`src/bridge_defs.vh`:
```
// constants for the serial master bridge
`ifndef BRIDGE_DEFS_VH
`define BRIDGE_DEFS_VH
`define CMD_BUF_WRITE 16'h0a01
`define CMD_BUF_READ 16'h0a02
`define CMD_START_XFER 16'h0a03
`define PEC_SEED 15'h0010
`define PEC_POLY 15'h4599
`define CNT_CMD_END 8'd16
`define CNT_HDR_LAST 8'd31
`define CNT_DATA_BEG 8'd32
`define CNT_DATA_END 8'd80
`define CNT_PEC_LAST 8'd95
`define CNT_CRC_LAST 8'd94
`define CNT_RD_BASE 8'd79
`define SLOT_LAST_CYC 5'd23
`define SLOT_LAST 2'd2
`define I2C_PRE_START 4'b0110
`define I2C_PRE_STOP 4'b0001
`define I2C_PRE_BLANK 4'b0000
`define I2C_PRE_NOTX 4'b0111
`define I2C_POST_ACK 4'b0000
`define I2C_POST_NACK 4'b1000
`define I2C_POST_NACK_STOP 4'b1001
`define I2C_RB_SLV_ACK 4'b0111
`define I2C_RB_SLV_NACK 4'b1111
`define I2C_RB_ACK_STOP 4'b0001
`define I2C_RB_NACK_STOP 4'b1001
`define SPI_PRE_SEL_LOW 4'b1000
`define SPI_PRE_SEL_HIGH 4'b1001
`define SPI_PRE_NOTX 4'b1111
`define SPI_POST_RAISE 4'b1001
`define SPI_RB_PRE 4'b0111
`define SPI_RB_POST 4'b1111
`define CLK_MHZ 100
`define WDT_TIME_MS 2000
`define WDT_CYCLES 28'd200000000
`endif

```
`src/sync2.v`:
```
// two flip-flop synchroniser for pin inputs
`timescale 1ns/10ps
module sync2 #(
  parameter W = 1,
  parameter [W-1:0] RST_VAL = {W{1'b1}}
) (
  input wire clk_sys,
  input wire sys_rst,
  input wire [W-1:0] d,
  output reg [W-1:0] q_ff
);
  reg [W-1:0] meta_ff;
  always @(posedge clk_sys) begin
    if (sys_rst) begin
      meta_ff <= RST_VAL;
      q_ff <= RST_VAL;
    end else begin
      meta_ff <= d;
      q_ff <= meta_ff;
    end
  end
endmodule

```
`src/pec15_serial.v`:
```
// bit-serial 15-bit packet error code generator
`timescale 1ns/10ps
`include "bridge_defs.vh"
module pec15_serial (
  input wire clk_sys,
  input wire sys_rst,
  input wire clear,
  input wire shift_en,
  input wire data_bit,
  output reg [14:0] crc_ff
);
  wire fb = data_bit ^ crc_ff[14];
  always @(posedge clk_sys) begin
    if (sys_rst || clear) begin
      crc_ff <= `PEC_SEED;
    end else if (shift_en) begin
      crc_ff <= {crc_ff[13:0], 1'b0} ^ (fb ? `PEC_POLY : 15'h0000);
    end
  end
endmodule

```
`src/gpio_i2c_spi_master_bridge.v`:
```
// host spi slave with buffered i2c/spi master on three open-drain pins
// Operation
// - write command takes six bytes plus code
// - bad write code fills buffer with ones
// - start command exchanges three bytes with slave
// - pins: four sda, five scl; three select
// - read command returns six bytes plus code
// - i2c pre-byte readback codes
// - i2c post-byte readback codes
// - spi readback codes fixed 0111 and 1111
// - data readback holds sent or captured byte
// - pins hold between commands; watchdog releases
// - i2c stop then lines high, slot skipped
// - i2c no-transmit releases lines, slot skipped
// - spi select-high or no-transmit releases, skips
// - master timing from host clocks, scl two
// - host port mode 3, max 1 Mbps
// - host port active when strap tied low
// - top pre-byte bit selects protocol
// - i2c write codes obeyed
// - spi write codes obeyed
// - buffer holds three pre/data/post slots
`timescale 1ns/10ps
`include "bridge_defs.vh"
module gpio_i2c_spi_master_bridge #(
  parameter [27:0] WDT_LIMIT = `WDT_CYCLES
) (
  input wire clk_sys,
  input wire sys_rst,
  input wire isolation_mode_strap,
  input wire host_chip_select_n,
  input wire host_sck,
  input wire host_sdi,
  output reg host_sdo_out_ff,
  output reg host_sdo_oe_n_ff,
  input wire general_pin_three_in,
  output reg general_pin_three_out_ff,
  output reg general_pin_three_oe_n_ff,
  input wire general_pin_four_in,
  output reg general_pin_four_out_ff,
  output reg general_pin_four_oe_n_ff,
  input wire general_pin_five_in,
  output reg general_pin_five_out_ff,
  output reg general_pin_five_oe_n_ff,
  output reg pec_error_ff,
  output reg transfer_busy_ff,
  output reg watchdog_fired_ff
);
  localparam [4:0] ST_IDLE = 5'b00001;
  localparam [4:0] ST_CMD = 5'b00010;
  localparam [4:0] ST_WRITE = 5'b00100;
  localparam [4:0] ST_READ = 5'b01000;
  localparam [4:0] ST_XFER = 5'b10000;

  function [15:0] slot_word;
    input [47:0] b;
    input [1:0] s;
    begin
      case (s)
        2'd0: slot_word = b[47:32];
        2'd1: slot_word = b[31:16];
        default: slot_word = b[15:0];
      endcase
    end
  endfunction

  function [47:0] slot_put;
    input [47:0] b;
    input [1:0] s;
    input [15:0] w;
    begin
      case (s)
        2'd0: slot_put = {w, b[31:0]};
        2'd1: slot_put = {b[47:32], w, b[15:0]};
        default: slot_put = {b[47:16], w};
      endcase
    end
  endfunction

  wire [5:0] sync_q;
  sync2 #(.W(6), .RST_VAL(6'h3f)) u_sync (
    .clk_sys(clk_sys),
    .sys_rst(sys_rst),
    .d({isolation_mode_strap, host_chip_select_n, host_sck, host_sdi,
        general_pin_four_in, general_pin_three_in}),
    .q_ff(sync_q)
  );
  wire strap_q = sync_q[5];
  wire cs_q = sync_q[4];
  wire sck_q = sync_q[3];
  wire sdi_q = sync_q[2];
  wire data_line_q = sync_q[1];

  reg cs_prev_ff;
  reg sck_prev_ff;
  reg [4:0] st_ff;
  reg [7:0] bit_cnt_ff;
  reg [15:0] cmd_sr_ff;
  reg [15:0] pec_sr_ff;
  reg wr_ok_ff;
  reg [47:0] buffer_a_ff;
  reg [4:0] cyc_ff;
  reg [1:0] slot_ff;
  reg xfer_done_ff;
  reg skip_ff;
  reg [8:0] cap_ff;
  reg [3:0] pre_rb_ff;
  reg [27:0] wdt_cnt_ff;

  // mode 3: sample on rising, shift out on falling
  wire sck_rise = sck_q & ~sck_prev_ff;
  wire sck_fall = ~sck_q & sck_prev_ff;
  wire cs_fall = cs_prev_ff & ~cs_q;
  wire cs_rise = ~cs_prev_ff & cs_q;
  wire frame_on = ~cs_q;

  wire [14:0] rx_crc;
  wire [14:0] tx_crc;
  wire [15:0] pec_next = {pec_sr_ff[14:0], sdi_q};
  wire hdr_done = sck_rise && frame_on && (st_ff == ST_CMD) && (bit_cnt_ff == `CNT_HDR_LAST);
  wire hdr_ok = (pec_next == {rx_crc, 1'b0});
  wire in_data = (bit_cnt_ff >= `CNT_DATA_BEG) && (bit_cnt_ff < `CNT_DATA_END);
  wire [7:0] rd_idx = `CNT_RD_BASE - bit_cnt_ff;
  wire [7:0] crc_idx = `CNT_CRC_LAST - bit_cnt_ff;
  wire rd_bit = buffer_a_ff[rd_idx[5:0]];
  wire rx_en = sck_rise && frame_on
    && (((st_ff == ST_CMD) && (bit_cnt_ff < `CNT_CMD_END)) || ((st_ff == ST_WRITE) && in_data));
  wire tx_en = sck_fall && frame_on && (st_ff == ST_READ) && in_data;

  pec15_serial u_rx_pec (
    .clk_sys(clk_sys),
    .sys_rst(sys_rst),
    .clear(cs_fall | hdr_done),
    .shift_en(rx_en),
    .data_bit(sdi_q),
    .crc_ff(rx_crc)
  );

  pec15_serial u_tx_pec (
    .clk_sys(clk_sys),
    .sys_rst(sys_rst),
    .clear(cs_fall),
    .shift_en(tx_en),
    .data_bit(rd_bit),
    .crc_ff(tx_crc)
  );

  // current slot fields
  wire [15:0] cur = slot_word(buffer_a_ff, slot_ff);
  wire [3:0] pre = cur[15:12];
  wire [7:0] dat = cur[11:4];
  wire [3:0] post = cur[3:0];
  // protocol select from top bit (i2c codes carry a zero there)
  wire is_i2c = ~pre[3];
  wire eng_step = sck_rise && frame_on && (st_ff == ST_XFER) && !xfer_done_ff;
  wire [4:0] k_odd = (cyc_ff - 5'd3) >> 1;
  wire [4:0] k_even = (cyc_ff - 5'd4) >> 1;
  wire [4:0] last_bit = is_i2c ? 5'd8 : 5'd7;
  wire odd_slot = cyc_ff[0] && (cyc_ff >= 5'd3) && (cyc_ff <= 5'd21);
  wire even_slot = !cyc_ff[0] && (cyc_ff >= 5'd4) && (cyc_ff <= 5'd20);
  wire ack_high = cap_ff[0];

  // readback post field
  reg [3:0] post_rb;
  always @* begin
    post_rb = `SPI_RB_POST;
    if (is_i2c && !skip_ff) begin
      if (post == `I2C_POST_ACK) begin
        post_rb = `I2C_POST_ACK;
      end else if (post == `I2C_POST_NACK_STOP) begin
        post_rb = ack_high ? `I2C_RB_NACK_STOP : `I2C_RB_ACK_STOP;
      end else begin
        post_rb = ack_high ? `I2C_RB_SLV_NACK : `I2C_RB_SLV_ACK;
      end
    end
  end

  // captured byte replaces the sent one unless the slot is skipped
  wire [7:0] rb_data = skip_ff ? dat : (is_i2c ? cap_ff[8:1] : cap_ff[7:0]);
  wire [15:0] rb_word = {(is_i2c ? pre_rb_ff : `SPI_RB_PRE), rb_data, post_rb};

  // host frame decode
  always @(posedge clk_sys) begin
    if (sys_rst) begin
      cs_prev_ff <= 1'b1;
      sck_prev_ff <= 1'b1;
      st_ff <= ST_IDLE;
      bit_cnt_ff <= 8'h00;
      cmd_sr_ff <= 16'h0000;
      pec_sr_ff <= 16'h0000;
      wr_ok_ff <= 1'b0;
      pec_error_ff <= 1'b0;
      host_sdo_out_ff <= 1'b0;
      host_sdo_oe_n_ff <= 1'b1;
    end else begin
      cs_prev_ff <= cs_q;
      sck_prev_ff <= sck_q;
      if (cs_fall) begin
        // host port serves frames only with strap low
        st_ff <= strap_q ? ST_IDLE : ST_CMD;
        bit_cnt_ff <= 8'h00;
        wr_ok_ff <= 1'b0;
      end else if (!frame_on) begin
        st_ff <= ST_IDLE;
        host_sdo_oe_n_ff <= 1'b1;
        // error flag on a bad write code
        if (cs_rise && (st_ff == ST_WRITE)) begin
          pec_error_ff <= !wr_ok_ff;
        end
      end else if (sck_rise && (st_ff != ST_IDLE)) begin
        if (bit_cnt_ff != 8'hff) begin
          bit_cnt_ff <= bit_cnt_ff + 8'h01;
        end
        if (bit_cnt_ff < `CNT_CMD_END) begin
          cmd_sr_ff <= {cmd_sr_ff[14:0], sdi_q};
        end else begin
          pec_sr_ff <= pec_next;
        end
        if (hdr_done) begin
          pec_error_ff <= !hdr_ok;
          if (!hdr_ok) begin
            st_ff <= ST_IDLE;
          end else if (cmd_sr_ff == `CMD_BUF_WRITE) begin
            st_ff <= ST_WRITE;
          end else if (cmd_sr_ff == `CMD_BUF_READ) begin
            st_ff <= ST_READ;
          end else if (cmd_sr_ff == `CMD_START_XFER) begin
            st_ff <= ST_XFER;
          end else begin
            st_ff <= ST_IDLE;
          end
        end
        // six bytes then the code, nothing more
        if (st_ff == ST_WRITE) begin
          if (bit_cnt_ff == `CNT_PEC_LAST) begin
            wr_ok_ff <= hdr_ok;
          end else if (bit_cnt_ff > `CNT_PEC_LAST) begin
            wr_ok_ff <= 1'b0;
          end
        end
      end else if (sck_fall && (st_ff == ST_READ)) begin
        // six bytes then the code on the open-drain output
        if (in_data) begin
          host_sdo_oe_n_ff <= rd_bit;
        end else if (bit_cnt_ff < `CNT_PEC_LAST) begin
          host_sdo_oe_n_ff <= tx_crc[crc_idx[3:0]];
        end else if (bit_cnt_ff == `CNT_PEC_LAST) begin
          host_sdo_oe_n_ff <= 1'b0;
        end else begin
          host_sdo_oe_n_ff <= 1'b1;
        end
      end
    end
  end

  // buffer, transfer engine, pins and watchdog
  always @(posedge clk_sys) begin
    if (sys_rst) begin
      buffer_a_ff <= 48'hffffffffffff;
      cyc_ff <= 5'd0;
      slot_ff <= 2'd0;
      xfer_done_ff <= 1'b1;
      skip_ff <= 1'b0;
      cap_ff <= 9'h000;
      pre_rb_ff <= `I2C_PRE_NOTX;
      wdt_cnt_ff <= 28'h0000000;
      watchdog_fired_ff <= 1'b0;
      transfer_busy_ff <= 1'b0;
      general_pin_three_out_ff <= 1'b0;
      general_pin_four_out_ff <= 1'b0;
      general_pin_five_out_ff <= 1'b0;
      general_pin_three_oe_n_ff <= 1'b1;
      general_pin_four_oe_n_ff <= 1'b1;
      general_pin_five_oe_n_ff <= 1'b1;
    end else begin
      transfer_busy_ff <= (st_ff == ST_XFER) && frame_on && !xfer_done_ff;
      if (cs_rise && (st_ff == ST_WRITE) && !wr_ok_ff) begin
        buffer_a_ff <= 48'hffffffffffff;
      end else if (sck_rise && frame_on && (st_ff == ST_WRITE) && in_data) begin
        buffer_a_ff <= {buffer_a_ff[46:0], sdi_q};
      end
      // watchdog restarts on every accepted command
      if (hdr_done && hdr_ok) begin
        wdt_cnt_ff <= 28'h0000000;
        watchdog_fired_ff <= 1'b0;
        cyc_ff <= 5'd0;
        slot_ff <= 2'd0;
        skip_ff <= 1'b0;
        xfer_done_ff <= (cmd_sr_ff != `CMD_START_XFER);
      end else if (wdt_cnt_ff == WDT_LIMIT) begin
        if (!watchdog_fired_ff) begin
          general_pin_three_oe_n_ff <= 1'b1;
          general_pin_four_oe_n_ff <= 1'b1;
          general_pin_five_oe_n_ff <= 1'b1;
        end
        watchdog_fired_ff <= 1'b1;
      end else begin
        wdt_cnt_ff <= wdt_cnt_ff + 28'h0000001;
      end
      // one engine step per host clock, 24 per slot
      // scl low and high each one host clock
      if (eng_step) begin
        if (cyc_ff == `SLOT_LAST_CYC) begin
          cyc_ff <= 5'd0;
          skip_ff <= 1'b0;
          if (slot_ff == `SLOT_LAST) begin
            xfer_done_ff <= 1'b1;
          end else begin
            slot_ff <= slot_ff + 2'd1;
          end
          // slot result replaces the buffered slot
          buffer_a_ff <= slot_put(buffer_a_ff, slot_ff, rb_word);
        end else begin
          cyc_ff <= cyc_ff + 5'd1;
        end
        if (cyc_ff == 5'd0) begin
          if (is_i2c) begin
            case (pre)
              `I2C_PRE_START: begin
                general_pin_four_oe_n_ff <= 1'b1;
                general_pin_five_oe_n_ff <= 1'b1;
                pre_rb_ff <= `I2C_PRE_START;
              end
              `I2C_PRE_STOP: begin
                general_pin_four_oe_n_ff <= 1'b0;
                pre_rb_ff <= `I2C_PRE_STOP;
              end
              `I2C_PRE_NOTX: begin
                general_pin_four_oe_n_ff <= 1'b1;
                general_pin_five_oe_n_ff <= 1'b1;
                skip_ff <= 1'b1;
                pre_rb_ff <= `I2C_PRE_NOTX;
              end
              default: begin
                pre_rb_ff <= data_line_q ? `I2C_PRE_NOTX : `I2C_PRE_BLANK;
              end
            endcase
          end else if (pre == `SPI_PRE_SEL_LOW) begin
            general_pin_three_oe_n_ff <= 1'b0;
          end else begin
            // release select, clock and data, skip
            general_pin_three_oe_n_ff <= 1'b1;
            general_pin_four_oe_n_ff <= 1'b1;
            general_pin_five_oe_n_ff <= 1'b1;
            skip_ff <= 1'b1;
          end
        end else if (is_i2c && (cyc_ff == 5'd1) && !skip_ff) begin
          if (pre == `I2C_PRE_START) begin
            general_pin_four_oe_n_ff <= 1'b0;
          end else if (pre == `I2C_PRE_STOP) begin
            general_pin_five_oe_n_ff <= 1'b1;
          end
        end else if (is_i2c && (cyc_ff == 5'd2) && !skip_ff) begin
          if (pre == `I2C_PRE_START) begin
            general_pin_five_oe_n_ff <= 1'b0;
          end else if (pre == `I2C_PRE_STOP) begin
            // stop done, lines high, rest ignored
            general_pin_four_oe_n_ff <= 1'b1;
            skip_ff <= 1'b1;
          end
        end else if (odd_slot && !skip_ff) begin
          if ((k_odd >= 5'd1) && (k_odd <= last_bit + 5'd1)) begin
            cap_ff <= {cap_ff[7:0], data_line_q};
          end
          // pin five clocks, pin four carries data
          if (k_odd <= last_bit) begin
            general_pin_five_oe_n_ff <= 1'b0;
            if (k_odd < 5'd8) begin
              general_pin_four_oe_n_ff <= dat[3'd7 - k_odd[2:0]];
            end else begin
              general_pin_four_oe_n_ff <= (post != `I2C_POST_ACK);
            end
          end else if (is_i2c && (post == `I2C_POST_NACK_STOP)) begin
            general_pin_five_oe_n_ff <= 1'b0;
            general_pin_four_oe_n_ff <= 1'b0;
          end
        end else if (even_slot && !skip_ff) begin
          if (k_even <= last_bit) begin
            general_pin_five_oe_n_ff <= 1'b1;
          end
        end else if ((cyc_ff == 5'd22) && !skip_ff) begin
          if (is_i2c && (post == `I2C_POST_NACK_STOP)) begin
            general_pin_five_oe_n_ff <= 1'b1;
          end
        end else if ((cyc_ff == `SLOT_LAST_CYC) && !skip_ff) begin
          if (is_i2c && (post == `I2C_POST_NACK_STOP)) begin
            general_pin_four_oe_n_ff <= 1'b1;
          end else if (!is_i2c && (post == `SPI_POST_RAISE)) begin
            general_pin_three_oe_n_ff <= 1'b1;
          end
        end
      end
    end
  end
endmodule

```
`config.mk`:
```
export PLATFORM = sky130hd
export DESIGN_NAME = gpio_i2c_spi_master_bridge
export DESIGN_NICKNAME = d
export VERILOG_FILES = /design/src/sync2.v /design/src/pec15_serial.v /design/src/gpio_i2c_spi_master_bridge.v
export VERILOG_INCLUDE_DIRS = /design/src
export SDC_FILE = /design/constraint.sdc
export NUM_CORES = 1
export LEC_CHECK = 0
export BUFFER_PORTS_ARGS = -buffer_cell sky130_fd_sc_hd__buf_2
export CORE_ASPECT_RATIO = 0.6
export CORE_MARGIN = 1
export CORE_UTILIZATION = 45
export CTS_BUF_LIST = sky130_fd_sc_hd__clkbuf_4 sky130_fd_sc_hd__clkbuf_8
export CTS_CLUSTER_DIAMETER = 120
export DETAILED_ROUTE_END_ITERATION = 8
export GPL_ROUTABILITY_DRIVEN = 0
export PLACE_DENSITY = 0.63
export SLEW_MARGIN = 30
export SYNTH_ARGS = -nofsm -noshare
export SYNTH_HDL_FRONTEND = slang
export SYNTH_SLANG_ARGS = --single-unit
```
`constraint.sdc`:
```
create_clock -name clk_sys -period 4.3 [get_ports clk_sys]
set_clock_uncertainty 0.05 [all_clocks]
set_input_delay 0.86 -clock clk_sys [delete_from_list [all_inputs] [get_ports clk_sys]]
set_output_delay 0.86 -clock clk_sys [all_outputs]
set_load 0.005 [all_outputs]
```
==> Word level (Yosys, flattened, before mapping) <==
Cells that the tools add are included.
{ "word_totals": {"reg_bits": 194, "in_bits": 9, "output_inout_bits": 11, "word_cells": 300} }
{ "classes": {"add_sub_neg": 10, "n_lt_le_gt_ge": 17, "n_eq_ne": 31, "mux": 124, "bitwise": 19, "reduce_logical": 71} }
{ "op_table": {"columns": ["cell", "n"], "rows": [
  ["$mux 48", 4],
  ["$pmux 48 s2", 1],
  ["$mux 1", 85],
  ["$mux 5", 11],
  ["$eq 16x12->1 const B", 3],
  ["$logic_and 1x1->1", 37],
  ["$pmux 16 s2", 1],
  ["$mux 15", 2],
  ["$xor 15x15->15", 2],
  ["$add 28x1->28 const B", 1],
  ["$eq 28x28->1 const B", 1],
  ["$mux 4", 7],
  ["$eq 16x16->1", 1],
  ["$lt 8x7->1 const B", 2],
  ["$mux 8", 2],
  ["$ne 16x12->1 const B", 1],
  ["$reduce_and 4->1", 4],
  ["$eq 5x5->1 const B", 3],
  ["$eq 5x2->1 const B", 2],
  ["$le 5x5->1 const B", 2],
  ["$mux 2", 5],
  ["$not 1->1", 10],
  ["$reduce_bool 2->1", 5],
  ["$pmux 3 s3", 1],
  ["56 further kinds", 79]
]} }

==> Depth between registers and ports, before layout <==
{ "logic_depth": {"ltp_word": 17, "depth_mapped": 13} }

==> Hierarchy <==
A second synthesis with hierarchy kept.
{ "hier_totals": {"hier_cells": 1235, "hier_area_um2": 10268.6} }
{ "by_module_without_submodules": {"columns": ["module", "n_inst", "cells_each", "area_each_um2", "seq_area_each_um2"], "rows": [
  ["gpio_i2c_spi_master_bridge", 1, 1078, 8672.1, 3002.9],
  ["pec15_serial", 2, 66, 638.1, 300.3],
  ["sync2", 1, 25, 320.3, 240.2]
]} }

==> Worst setup path before layout <==
OpenSTA, ideal clock, no wires.
{ "synth_timing": {"path_type": "flip-flop to flip-flop", "startpoint": "reg bit_cnt_ff[1]", "endpoint": "reg u_rx_pec.crc_ff[10]", "setup_time_ns": 0.128, "t_arrival_ns": 2.809, "t_required_ns": 4.122, "path_slack_ns": 1.313, "path_stages_with_launch": 13, "n_path_buf": 4, "period_less_slack_ns": 2.987, "path_cell_list": "dfxtp_1 -> clkbuf_1 -> clkbuf_1 -> inv_1 -> ha_1 -> nor4bb_1 -> o311ai_1 -> or2_2 -> buf_2 -> nand2_1 -> buf_2 -> mux2i_1 -> nor2_1"} }
{ "synth_via": {"elab_chain_len": 5, "elab_cells_between_ends": 12, "cone_classes": "order compare: 3; eq/ne: 1; bitwise: 1; reduce/logical: 7"} }
{ "synth_lines": {"columns": ["item", "line_no", "rtl"], "rows": [
  ["start: declaration", "gpio_i2c_spi_master_bridge.v:97", "reg [7:0] bit_cnt_ff;"],
  ["start signal: assignment", "gpio_i2c_spi_master_bridge.v:212", "bit_cnt_ff <= bit_cnt_ff + 8'h01;"],
  ["$ge 8x6->1 (no source line) or $lt 8x7->1 (tied branches)", null, null],
  ["$logic_and 1x1->1", "gpio_i2c_spi_master_bridge.v:122", "wire in_data = (bit_cnt_ff >= `CNT_DATA_BEG) && (bit_cnt_ff < `CNT_DATA_END);"],
  ["$logic_and 1x1->1", "gpio_i2c_spi_master_bridge.v:127", "&& (((st_ff == ST_CMD) && (bit_cnt_ff < `CNT_CMD_END)) || ((st_ff == ST_WRITE) && in_data));"],
  ["$logic_or 1x1->1", "gpio_i2c_spi_master_bridge.v:127", null],
  ["$logic_and 1x1->1", "gpio_i2c_spi_master_bridge.v:126", "wire rx_en = sck_rise && frame_on"],
  ["end signal: assignment", "pec15_serial.v:15", "crc_ff <= `PEC_SEED;"],
  ["end signal: assignment", "pec15_serial.v:17", "crc_ff <= {crc_ff[13:0], 1'b0} ^ (fb ? `PEC_POLY : 15'h0000);"],
  ["end: declaration", "pec15_serial.v:10", "output reg [14:0] crc_ff"]
]} }
Parallel ways exist; a longest one is shown, timed or not.
A chain may end at the register's enable or synchronous reset.

==> Worst setup path after layout <==
{ "layout_timing": {"startpoint": "reg bit_cnt_ff[0]", "endpoint": "reg u_rx_pec.crc_ff[14]"} }
Same word-level chain as after synthesis.

==> reports/qor.txt <==
Outcome: finished, final reports clean
Die Height: 117 um
# fillers: 1992
Internal: 0.00240 W
Synth-to-layout area growth: 7.46%
DRT iter0 DRCs: 944
Fmax: 0.298 GHz
Setup repair after global routing missed its margin: no
CP Launch Point: bit_cnt_ff[0]
Final period util: 0.782
Internal reg-to-reg setup slack: 0.94 ns
Worst hold start: u_sync.meta_ff[5]
Syn. warnings: 0
Final hold viol count: 0
Largest net degree at the start of global routing: 75
Worst skew pair latency: 0.48 ns
Initial Utilization: 0.468
Core Rows: 41
Ys flop type: dfxtp_1
Share of cells above drive strength 1: 0.0966
Sw power: 0.000751 W
Post-synth cell types: 74
Initial antenna violation count: 0
Relative slew slack: 0.316
Vias per std cell: 5.82
Final setup viols: 0
# DRC: 0
Vias in the first global route: 7597
Die Wd: 194 um
Diode count: 0
Crit Path Max Fanout: 17
Seq/Total Area, Yosys: 0.380
Post-CTS setup buffer count: 0
DR vias: 8440
Design Power: 0.00315 W
Quantity of I/O buffers inserted on ports: 13
WL final: 25.7 mm
GRT Total Usage: 0.231
Flops & latches, synth: 190
CTS tree: yes
Worst-Margin Slew: 1.02 ns
Post-Synthesis Cells: 1171
# H-tree levels: 4
Synth async-reset ratio: 0
Reg power frac: 0.563
Fin util: 0.502
Maxcap violations: 0
Synth top area share: 0.380
Hold Buf Count CTS: 0
Most common cell after layout, fill and taps aside: dfxtp_1
Crit Path Class: reg2reg
Setup_tns: 0 ns
First-pass GRT wire length: 41.8 mm
Setup crit start kind: register
Critical Path Sink Type: register
Commonest cells after routing, fill and taps aside: dfxtp_1, nand2_1, nor2_1
Pre-CTS setup slack: 1.02 ns
Clock group share of total power: 0.415
Grt total ovfl: 0
Routed Antenna Nets: 0
Syn_area_per_cell: 8.54 um2
Setup slack after layout: 0.939 ns
Peak VDD IR: 0.000200 V
Core area: 21400 um2
CP arrival: 3.66 ns
Pins Over Slew Limit: 0
Area leader, netlist: dfxtp_1
WL/cell: 17.7 um
Net Sw Frac: 0.238
R2R Path Start: bit_cnt_ff[0]
Drt first pass iters: 5
Synth area leaders: dfxtp_1, mux2i_1, nand2_1
Combinational power share: 0.022
Power Dens Cells: 293 nW/um2
Standby leakage power: 3.89 nW
Post-cts resize count: 0
Clock-pin slew on the worst setup and hold paths: 0.11 ns
TritonCTS Buffers: 17
CTS Root Cell: clkbuf_8
# IOs: 20
Die area: 22800 um2
Hpwl dp: 18.3 mm
Number of synthesized flops with an enable pin: 0
Clock sink count: 190
Mapped cell area: 10000 um2
CTS max path bufs: 2
Nets@finish: 1188
Tmin final: 3.36 ns
HP Class: reg2reg
Critical Path RT: 4.60 ns
state kept, by name, indices dropped and copies added, names as in the netlist, 2 cells and up:
name and count:
u_tx_pec.crc_ff 15, pre_rb_ff 2, slot_ff 2, buffer_a_ff 48
st_ff 5, bit_cnt_ff 8, cap_ff 9, wdt_cnt_ff 28
u_rx_pec.crc_ff 15, cyc_ff 5, u_sync.meta_ff 5, cmd_sr_ff 16
u_sync.q_ff 5, pec_sr_ff 15
critical path: stages, from the launching register on:
cell,delay [ns]
dfxtp_1,0.77
inv_1,0.21
ha_1,0.25
nor4bb_1,0.15
o311ai_1,0.29
buf_4,0.20
or2_2,0.28
nand2_1,0.56
nand2_1,0.23
xor2_1,0.17
nor2_1,0.06
cells by family (layout without fill, tap and decap cells):
kind of cell | count (synthesis) | count (layout) | synth area share
AND/OR/NAND/NOR | 470 | 470 | 0.222
AO/OA/AOI/OAI | 225 | 225 | 0.150
flip-flops | 190 | 190 | 0.380
buffers and inverters | 100 | 96 | 0.0410
multiplexers | 99 | 99 | 0.121
XOR/XNOR | 64 | 64 | 0.0574
adder cells (fa/ha/maj) | 22 | 22 | 0.0275
other | 1 | 4 | 0.000375
metal layers:
layer	global-route usage	wire, um
met1	0.369	13500
met4	0.0565	268
met2	0.275	9120
met5	0	0
met3	0.0880	2750
Yosys cell counts, types with 5 or more instances:
cell      count
a21oi_1      72
and3_1       17
o21ai_0      43
o21a_1        5
nor2_1      145
xor2_1       37
nor2b_1       6
nand2_1     149
nor4_1       13
xnor2_1      26
clkbuf_1     56
o21ai_1       9
mux4_2       13
mux2i_1      78
nand4_1      20
or3_1        11
or2_2        16
o211ai_1      6
a221oi_1     24
nor4bb_1      6
nand2b_1      8
nor3_1       14
buf_2        10
a21o_1       10
ha_1         22
inv_1        25
a221o_1      13
nand3_1      39
dfxtp_1     190
and4_1        5
nor4b_1       5
power by group through the flow:
stage	clock [W]	combinational (W)	sequential, W
after floorplan	0	0.0000545	0.00181
after global placement	0	0.0000694	0.00181
after detailed placement	0	0.0000697	0.00181
after CTS	0.00134	0.0000700	0.00177
after global routing	0.00141	0.0000782	0.00178
final	0.00131	0.0000701	0.00177
path summary, 6_finish.rpt:
| kind | end | depth (start not counted) |
|---|---|---|
| setup / recovery | u_rx_pec.crc_ff[14] | 10 |
| hold / removal | u_sync.q_ff[5] | 1 |
| setup reg to reg | u_rx_pec.crc_ff[14] | 10 |
| hold reg to reg | u_sync.q_ff[5] | 1 |
through the flow:
step                cells  hold WS, ns  area, um2
floorplan            1174        0.339      10000
global placement     1417        0.343      10300
detailed placement   1417        0.344      10300
CTS                  1449        0.368      10700
global route         1449        0.379      10700
finish               1449        0.365      10700
cell type report:
cell class              instances  area (um2)  share of cell area
clock inverters                12         170              0.0158
multi-input cells             884        5820               0.541
repair buffers                 38         253              0.0235
clock buffers                  20         256              0.0239
well taps                     279         349              0.0325
inverters                      26        97.6             0.00908
flip-flops and latches        190        3800               0.354
(Power assumes the default switching activity.)
